## src/pss_pkg.sv

```systemverilog
// constants for the phy status and interrupt control register bank
package pss_pkg;
    localparam int ADDR_W = 5;
    localparam int DATA_W = 16;
    localparam int NUM_EVENTS = 7;

    localparam logic [4:0] ADDR_BASIC_STATUS = 5'h01;
    localparam logic [4:0] ADDR_AN_EXPANSION = 5'h06;
    localparam logic [4:0] ADDR_PHY_STATUS = 5'h10;
    localparam logic [4:0] ADDR_INT_CONTROL = 5'h11;
    localparam logic [4:0] ADDR_EVENT_STATUS = 5'h12;

    // consolidated status bit positions
    localparam int ST_PAGE = 8;
    localparam int ST_IRQ = 7;
    localparam int ST_RFAULT = 6;
    localparam int ST_JABBER = 5;
    localparam int ST_ANDONE = 4;
    localparam int ST_LOOP = 3;
    localparam int ST_DUPLEX = 2;
    localparam int ST_SPEED10 = 1;
    localparam int ST_LINK = 0;

    // interrupt control bit positions
    localparam int IC_TEST = 2;
    localparam int IC_GATE = 1;
    localparam int IC_PINOUT = 0;
    localparam int IC_LOW_W = 3;

    // event indices: flags at bit FLAG_BASE+i, enables at bit i
    localparam int EV_RX_HALF = 0;
    localparam int EV_FC_HALF = 1;
    localparam int EV_AN_DONE = 2;
    localparam int EV_DUPLEX = 3;
    localparam int EV_SPEED = 4;
    localparam int EV_LINK = 5;
    localparam int EV_ENERGY = 6;
    localparam int FLAG_BASE = 8;

    localparam logic [15:0] ZERO_WORD = 16'h0000;
endpackage

```

## src/pss_event_latch.sv

```systemverilog
// sticky event flags with their per-event enables
`timescale 1ns/1ps
module pss_event_latch import pss_pkg::*; #(
    parameter int EVENTS = NUM_EVENTS
) (
    input wire logic clk,
    input wire logic reset_n,
    input wire logic [EVENTS-1:0] eventPulse,
    input wire logic clearFlags,
    input wire logic enableWrite,
    input wire logic [EVENTS-1:0] enableData,
    output logic [EVENTS-1:0] flags,
    output logic [EVENTS-1:0] enables
);
    generate
        if (EVENTS < 1 || EVENTS > 7) begin : g_bad
            $error("EVENTS must be 1 to 7");
        end
    endgenerate

    typedef struct packed {
        logic [EVENTS-1:0] flags;
        logic [EVENTS-1:0] enables;
    } pss_ev_state_type;

    pss_ev_state_type state_reg, state_next;

    always_comb begin
        state_next = state_reg;
        // set beats clear so an event in the read cycle survives
        state_next.flags = (state_reg.flags & ~{EVENTS{clearFlags}}) | eventPulse;
        if (enableWrite) begin
            state_next.enables = enableData;
        end
    end

    always_ff @(posedge clk) begin
        if (!reset_n) begin
            state_reg <= '0;
        end else begin
            state_reg <= state_next;
        end
    end

    assign flags = state_reg.flags;
    assign enables = state_reg.enables;
endmodule

```

## src/pss_irq_pin.sv

```systemverilog
// shared interrupt output / powerdown input pin
`timescale 1ns/1ps
module pss_irq_pin import pss_pkg::*; (
    input wire logic clk,
    input wire logic reset_n,
    input wire logic irqPending,
    input wire logic pinIsOutput,
    input wire logic pinIn,
    output logic pinOut,
    output logic pinOe,
    output logic powerDownReq
);
    typedef struct packed {
        logic sync1;
        logic sync2;
        logic out;
        logic oe;
        logic [1:0] oeHist;
        logic pdReq;
    } pss_pin_state_type;

    pss_pin_state_type state_reg, state_next;

    always_comb begin
        state_next = state_reg;
        state_next.sync1 = pinIn;
        state_next.sync2 = state_reg.sync1;
        // pin is active low in both roles
        state_next.oe = pinIsOutput;
        state_next.out = ~(irqPending & pinIsOutput);
        // own low drive sits in the synchroniser for a while after the role change
        state_next.oeHist = {state_reg.oeHist[0], state_reg.oe};
        // own drive would read back as powerdown, so mask it in output mode and just after
        state_next.pdReq = ~pinIsOutput & ~state_reg.oe & ~(|state_reg.oeHist)
            & ~state_reg.sync2;
    end

    always_ff @(posedge clk) begin
        if (!reset_n) begin
            state_reg <= '{sync1: 1'b1, sync2: 1'b1, out: 1'b1, oe: 1'b0,
                oeHist: 2'h0, pdReq: 1'b0};
        end else begin
            state_reg <= state_next;
        end
    end

    assign pinOut = state_reg.out;
    assign pinOe = state_reg.oe;
    assign powerDownReq = state_reg.pdReq;
endmodule

```

## src/pss_status_irq_regs.sv

```systemverilog
// consolidated phy status word, interrupt control and event flags
`timescale 1ns/1ps
module pss_status_irq_regs import pss_pkg::*; (
    input wire logic clk,
    input wire logic reset_n,
    input wire logic [ADDR_W-1:0] regAddr,
    input wire logic regRdEn,
    input wire logic regWrEn,
    input wire logic [DATA_W-1:0] regWrData,
    output logic [DATA_W-1:0] regRdData,
    output logic regRdValid,
    input wire logic pageReceived,
    input wire logic remoteFaultSeen,
    input wire logic jabberDetect,
    input wire logic anComplete,
    input wire logic loopbackOn,
    input wire logic fullDuplex,
    input wire logic speed10,
    input wire logic linkUp,
    input wire logic energyDetect,
    input wire logic falseCarrierHalf,
    input wire logic rxErrorHalf,
    input wire logic irqPinIn,
    output logic irqPinOut,
    output logic irqPinOe,
    output logic powerDownReq
);
    typedef struct packed {
        logic [DATA_W-1:0] rdData;
        logic rdValid;
        logic pageFlag;
        logic remoteFault;
        logic testForce;
        logic eventGate;
        logic pinIsOutput;
        logic [4:0] prevLevel;
        logic [1:0] prevHalf;
    } pss_state_type;

    pss_state_type state_reg, state_next;
    logic [NUM_EVENTS-1:0] eventPulse;
    logic [NUM_EVENTS-1:0] flags;
    logic [NUM_EVENTS-1:0] enables;
    logic [4:0] levelNow;
    logic [1:0] halfNow;
    logic irqPending;
    logic [DATA_W-1:0] statusWord;
    logic [DATA_W-1:0] controlWord;
    logic [DATA_W-1:0] eventWord;

    function automatic logic hit(input logic strobe, input logic [4:0] addr,
                                 input logic [4:0] target);
        return strobe && (addr == target);
    endfunction

    // level sources come from logic on this clock, so no synchroniser
    assign levelNow = {energyDetect, linkUp, speed10, fullDuplex, anComplete};
    assign halfNow = {falseCarrierHalf, rxErrorHalf};

    always_comb begin
        eventPulse = '0;
        eventPulse[EV_ENERGY] = levelNow[4] ^ state_reg.prevLevel[4];
        eventPulse[EV_LINK] = levelNow[3] ^ state_reg.prevLevel[3];
        eventPulse[EV_SPEED] = levelNow[2] ^ state_reg.prevLevel[2];
        eventPulse[EV_DUPLEX] = levelNow[1] ^ state_reg.prevLevel[1];
        eventPulse[EV_AN_DONE] = levelNow[0] & ~state_reg.prevLevel[0];
        eventPulse[EV_FC_HALF] = halfNow[1] & ~state_reg.prevHalf[1];
        eventPulse[EV_RX_HALF] = halfNow[0] & ~state_reg.prevHalf[0];
    end

    // event read clears the flags, which drops the pending bit unless forced or an enabled event arrives in the read cycle
    assign irqPending = state_reg.testForce
        | (state_reg.eventGate & (|(flags & enables)));

    always_comb begin
        statusWord = ZERO_WORD;
        statusWord[ST_PAGE] = state_reg.pageFlag;
        statusWord[ST_IRQ] = irqPending;
        statusWord[ST_RFAULT] = state_reg.remoteFault;
        statusWord[ST_JABBER] = jabberDetect;
        statusWord[ST_ANDONE] = anComplete;
        statusWord[ST_LOOP] = loopbackOn;
        statusWord[ST_DUPLEX] = fullDuplex;
        statusWord[ST_SPEED10] = speed10;
        statusWord[ST_LINK] = linkUp;
        controlWord = ZERO_WORD;
        controlWord[IC_TEST] = state_reg.testForce;
        controlWord[IC_GATE] = state_reg.eventGate;
        controlWord[IC_PINOUT] = state_reg.pinIsOutput;
        eventWord = ZERO_WORD;
        eventWord[FLAG_BASE +: NUM_EVENTS] = flags;
        eventWord[NUM_EVENTS-1:0] = enables;
    end

    always_comb begin
        state_next = state_reg;
        state_next.prevLevel = levelNow;
        state_next.prevHalf = halfNow;
        state_next.rdValid = regRdEn;
        if (regRdEn) begin
            unique case (regAddr)
                ADDR_PHY_STATUS: state_next.rdData = statusWord;
                ADDR_INT_CONTROL: state_next.rdData = controlWord;
                ADDR_EVENT_STATUS: state_next.rdData = eventWord;
                default: state_next.rdData = ZERO_WORD;
            endcase
        end
        // set beats the clearing read
        state_next.pageFlag = (state_reg.pageFlag
            & ~hit(regRdEn, regAddr, ADDR_AN_EXPANSION)) | pageReceived;
        state_next.remoteFault = (state_reg.remoteFault
            & ~hit(regRdEn, regAddr, ADDR_BASIC_STATUS)) | remoteFaultSeen;
        // upper control bits have no storage, so writes there vanish
        if (hit(regWrEn, regAddr, ADDR_INT_CONTROL)) begin
            state_next.testForce = regWrData[IC_TEST];
            state_next.eventGate = regWrData[IC_GATE];
            state_next.pinIsOutput = regWrData[IC_PINOUT];
        end
    end

    always_ff @(posedge clk) begin
        if (!reset_n) begin
            state_reg <= '0;
        end else begin
            state_reg <= state_next;
        end
    end

    pss_event_latch #(
        .EVENTS(NUM_EVENTS)
    ) u_events (
        .clk(clk),
        .reset_n(reset_n),
        .eventPulse(eventPulse),
        .clearFlags(hit(regRdEn, regAddr, ADDR_EVENT_STATUS)),
        .enableWrite(hit(regWrEn, regAddr, ADDR_EVENT_STATUS)),
        .enableData(regWrData[NUM_EVENTS-1:0]),
        .flags(flags),
        .enables(enables)
    );

    pss_irq_pin u_pin (
        .clk(clk),
        .reset_n(reset_n),
        .irqPending(irqPending),
        .pinIsOutput(state_reg.pinIsOutput),
        .pinIn(irqPinIn),
        .pinOut(irqPinOut),
        .pinOe(irqPinOe),
        .powerDownReq(powerDownReq)
    );

    assign regRdData = state_reg.rdData;
    assign regRdValid = state_reg.rdValid;
endmodule

```

## config.mk

```make
export PLATFORM = sky130hd
export DESIGN_NAME = pss_status_irq_regs
export DESIGN_NICKNAME = d
export VERILOG_FILES = /design/src/pss_pkg.sv /design/src/pss_event_latch.sv /design/src/pss_irq_pin.sv /design/src/pss_status_irq_regs.sv
export SDC_FILE = /design/constraint.sdc
export NUM_CORES = 1
export LEC_CHECK = 0
export ABC_AREA = 0
export BUFFER_PORTS_ARGS = -buffer_cell sky130_fd_sc_hd__buf_2
export CAP_MARGIN = 10
export CORE_MARGIN = 1
export CORE_UTILIZATION = 45
export DETAILED_ROUTE_END_ITERATION = 7
export HOLD_SLACK_MARGIN = 0.12
export PLACE_DENSITY = 0.68
export SLEW_MARGIN = 20
export SYNTH_ARGS = -nofsm -noshare
export SYNTH_HDL_FRONTEND = slang
export SYNTH_SLANG_ARGS = --single-unit
```

## constraint.sdc

```tcl
create_clock -name clk -period 1.2 [get_ports clk]
set_input_delay 0.06 -clock clk [delete_from_list [all_inputs] [get_ports clk]]
set_output_delay 0.06 -clock clk [all_outputs]
set_load 0.01 [all_outputs]
```

== Yosys cells after proc, flatten, opt, wreduce, memory -nomap -nowiden ==
Cells that the tools add are included.
Word-level totals
  bits in registers: 50
  input bits: 37
  output and inout port bits: 20
  logic and storage cells: 61
Cells by class
  equality and inequality tests: 5
  muxes and demuxes: 1
  bitwise operators: 31
  reductions and logical operators: 7
Operator list (number)
  15-bit one-hot mux with 3 select lines: 1
  5-bit == test, second input constant: 3
  7-bit AND: 2
  1-bit AND: 10
  1-bit inverter: 10
  7-bit inverter: 1
  7-bit bitwise OR: 1
  7-bit OR reduction: 1
  5-bit by 1-bit == test with 1-bit output, second input constant: 1
  5-bit by 3-bit == test with 1-bit output, second input constant: 1
  1-bit logical AND: 5
  1-bit XOR: 4
  1-bit bitwise OR: 3
  2-bit OR reduction: 1

== Logic depth before layout (Yosys ltp) ==
  depth after elaboration: 6
  mapped depth: 6

== Hierarchy ==
Synthesis repeated with hierarchy kept, for this count alone.
Unflattened totals
  cell total of the unflattened synthesis: 196
  area total of the unflattened synthesis: 2074.5 sq um
By module, submodules not included
  pss_status_irq_regs: times used 1, cells each 137, area an instance 1363.8 sq um, seq. area each 560.5 sq um
  pss_event_latch: times used 1, cells each 44, area an instance 509.2 sq um, seq. area each 280.3 sq um
  pss_irq_pin: times used 1, cells each 15, area an instance 201.4 sq um, seq. area each 140.1 sq um

== Worst setup path before layout ==
No wires, ideal clock.
  path kind: reg2reg
  start point: register u_events.state_reg, in the netlist u_events.flags[4]
  end point: register state_reg, in the netlist regRdData[7]
  data arrival time: 883 ps
  required time: 1075 ps
  path slack: 192 ps
  stages on the path, launching flop included: 4
  buffers on the path: 0
  cell sequence: dfxtp_1 -> a222oi_1 -> and3_1 -> o31ai_1
Between the ends
  longest elaborated chain between the ends: 5
RTL lines
  start, declared: RTL line pss_event_latch.sv:26  | pss_ev_state_type state_reg, state_next;
  start signal, assigned: RTL line pss_event_latch.sv:41  | state_reg <= state_next;
  7-bit AND: RTL line pss_status_irq_regs.sv:73  | | (state_reg.eventGate & (|(flags & enables)));
  7-bit OR reduction: RTL line pss_status_irq_regs.sv:73
  1-bit AND: RTL line pss_status_irq_regs.sv:73
  1-bit bitwise OR: RTL line pss_status_irq_regs.sv:73
  15-bit one-hot mux with 3 select lines: RTL line pss_status_irq_regs.sv:101  | unique case (regAddr)
  end signal, assigned: RTL line pss_status_irq_regs.sv:125  | state_reg <= state_next;
  end, declared: RTL line pss_status_irq_regs.sv:40  | pss_state_type state_reg, state_next;
Every way passes these cells.
A chain may end at the register's enable or synchronous reset.

== Worst setup path in the final report ==
  start point: input irqPinIn
  end point: register u_pin.state_reg, in the netlist u_pin.state_next[5]
RTL lines
  start, declared: RTL line pss_status_irq_regs.sv:23  | input wire logic irqPinIn,
  end signal, assigned: RTL line pss_irq_pin.sv:40  | state_reg <= '{sync1: 1'b1, sync2: 1'b1, out: 1'b1, oe: 1'b0,
  end signal, assigned: RTL line pss_irq_pin.sv:43  | state_reg <= state_next;
  end, declared: RTL line pss_irq_pin.sv:22  | pss_pin_state_type state_reg, state_next;
No word-level cell between the ends.

==> summary.md <==
| Metric | Value |
|---|---|
| DRC violations left | 0 |
| Routed WL per cell | around 15 µm |
| Area of the mapped netlist | 2064 µm² |
| Hold WC Path Type | input port to flop |
| Starting Density | 0.4709 |
| Leakage power | between 1 and 1.5 nW |
| Synth unique cells | 37 |
| Placement Rows | 24 |
| CP Capture Type | flop |
| First-pass GRT wire length | ~7.6 mm |
| Max Root-Sink Buffers | 2 |
| Critical Path Most Common Cell | dlygate4sd3_1 |
| Peak supply drop | between 0.0007 and 0.0008 V |
| Max frequency | roughly 850 MHz |
| Ant. Diodes | 0 |
| CTS root buf | clkbuf_8 |
| Largest net degree at the start of global routing | 27 |
| Crit path max fanout | 1 |
| Total global-route track usage | 0.1991 |
| Number of antenna violations at the first check in global routing | 0 |
| Final net count | 307 |
| Clock Pin Slew Worst Setup and Hold Paths | 0.08 ns |
| Setup Crit Path Kind | input port to flop |
| Final Hold Slack | 0.1425 ns |
| Number of flip-flops in the largest register | 15 |
| Fraction of layout cells with a size suffix above 1 | 0.2546 |
| Total number of vias | 1713 |
| Critical Path AT | roughly 1.4 ns |
| Syn_area_per_cell | 9.692 µm² |
| Final Worst Setup Slack | 0.02575 ns |
| Fin area | between 2000 and 3000 µm² |
| Startpoint types | input port |
| Number of I/O port buffers | 46 |
| Total clock sinks | 49 |
| Dpl cell area | roughly 2300 µm² |
| Outcome | finished clean |
| Die area | 4862 µm² |
| Total core area | between 4000 and 5000 µm² |
| CTS buffer count | 5 |
| WP data required | 1.39 ns |
| Pwr/cell area | 1241 nW/µm² |
| Die X | 69.73 µm |
| Synth Net Count | 250 |
| Die H | about 70 µm |
| Synth Register Bits | 49 |
| DPL Wire Length | 3.244 mm |
| Max cap viols | 0 |
| Crit share post-route | 0.9785 |
| Design Power | approximately 3.2 mW |
| CTS tree | built |
| I/O pin count | 57 |
| Number of global-route vias before repair | ~1600 |
| WHS Path Cells | 3 |
| DRT antenna net count | 0 |
| Layout Skew | between 0.002 and 0.003 ns |
| Placement Setup Slack | approximately 0.07 ns |
| Slowest cell delay on critical path | 0.55 ns |
| Iteration-0 DRC Markers | 106 |
| Yosys warns | 0 |
| Post-Route WL | 4.702 mm |
| Skew-Pair Late Insertion Delay | 0.29 ns |
| Crit path time final | 1.174 ns |
| Sequential share of the synthesized area | 0.4752 |
| Worst-path cell chain | dlygate4sd3_1 > buf_2 > nand2b_1 > dlygate4sd3_1 |
| Final setup vio count | 0 |
| H-Tree Level Count | 2 |
| Count of final max-slew check failures | 0 |
| RSZ-0062 raised after global routing | true |
| Gp weighted congestion | between 0.7 and 0.8 |
| Layout Area Growth over Synthesis | 26.12% |
| Pre-antenna DRT Iters | 4 |
| Congestion Overflow GR | 0 |
| R2R cell count | 3 |
| Mapped Cells | around 210 |
| Final Hold Viols | 0 |
| Vias per std cell | 5.303 |
| Slowest-stage cell, CP | dlygate4sd3_1 |
## critical path: cells and delay by family
family | cells | cell delay, ns
and+or+nand+nor | 1 | 0.12
buffers and inverters | 3 | 1.18
## routing by layer
metal / track usage / share of wire / vias to the layer above
met5: 0 / 0 / -
met4: 0.06000 / 0.0085 / 0
met3: 0.05087 / 0.052 / 5
met2: 0.3118 / 0.46 / 53
met1: 0.2709 / 0.48 / 794
li1: - / - / 861
## path summary, 6_finish.rpt
path                             from                  end  slack [ns]
setup / recovery             irqPinIn  u_pin.state_next[5]        0.03
hold / removal             regAddr[2]        state_reg[10]        0.14
setup reg to reg  u_events.enables[4]         regRdData[7]        0.04
hold reg to reg   u_pin.state_next[5]   u_pin.state_reg[5]        0.42
## cells by family (layout without fill, tap and decap cells)
kind of cell	after synthesis	in the layout	share of synthesized area
DFF	49	49	0.4752
and+or+nand+nor	62	62	0.1879
AOI/OAI and AO/OA	59	59	0.2036
muxes	3	3	0.01455
other	1	1	0.001816
buffers and inverters	35	93	0.1000
xor gates and xnor gates	4	4	0.01697
## stage by stage
stage / std cells / TNS, ns / utilization
5_1_grt: 323 / -0.02840 / 0.5939
3_5_place_dp: 292 / 0 / 0.5143
6_report: 323 / 0 / 0.5939
4_1_cts: 323 / 0 / 0.5933
3_3_place_gp: 292 / 0 / 0.5143
2_1_floorplan: 213 / 0 / -
## synthesized netlist by cell type, drive strengths merged
cell type / n / area share
nand3: 11 / 0.027
dfxtp: 49 / 0.48
a31oi: 1 / 0.0030
mux2i: 3 / 0.015
a21boi: 17 / 0.062
and3: 1 / 0.0030
nand3b: 1 / 0.0036
o221ai: 3 / 0.013
nand2: 9 / 0.016
conb: 1 / 0.0018
clkbuf: 7 / 0.013
nand4: 5 / 0.015
o31ai: 1 / 0.0036
o31a: 2 / 0.0085
and2: 11 / 0.034
a32oi: 12 / 0.051
xnor2: 4 / 0.017
nor4bb: 1 / 0.0048
nor3: 1 / 0.0024
o21ai: 18 / 0.044
a222oi: 1 / 0.0048
or4b: 1 / 0.0048
nand2b: 7 / 0.021
or3b: 1 / 0.0042
a22oi: 2 / 0.0073
nand4bb: 2 / 0.011
inv: 5 / 0.0091
nor2b: 8 / 0.024
nor3b: 1 / 0.0061
buf: 23 / 0.078
and2b: 1 / 0.0042
and4bb: 1 / 0.0061
o21a: 2 / 0.0073
## area by class of cell
class                      count  area (µm²)
inverter                       5       18.77
multi-input combinational    129       877.1
clock buffer                   7       86.33
timing repair buffer          80       543.0
tap                           52       65.06
fill                         414        1780
clock inverter                 1       30.03
sequential                    49       983.4
## where the power goes
part / switching, mW / leakage, nW / internal (mW)
Sequential: 0.0288 / 0.401 / 1.67
Combinational: 0.145 / 0.612 / 0.172
Clock: 0.531 / 0.0585 / 0.680
## repair_timing
item                       in CTS  in global routing
hold endpoints to repair       33                  0
buffers inserted                0                  0
setup endpoints to repair       0                  2
hold buffers                   23                  0
resized for setup               0                  3
## cell usage in the layout, fill, tap and decap left out, drive strengths merged, types with 2 or more instances in the layout
cell type / netlist / routed
dfxtp: 49 / 49
clkbuf: 7 / 7
a22oi: 2 / 2
nand2: 9 / 9
o31a: 2 / 2
o221ai: 3 / 3
a32oi: 12 / 12
a21boi: 17 / 17
inv: 5 / 5
dlygate4sd3: 0 / 23
mux2i: 3 / 3
nand2b: 7 / 7
nor2b: 8 / 8
buf: 23 / 57
nand4: 5 / 5
nand3: 11 / 11
o21ai: 18 / 18
o21a: 2 / 2
and2: 11 / 11
nand4bb: 2 / 2
xnor2: 4 / 4
No activity file was read; power rests on OpenSTA's default activity.
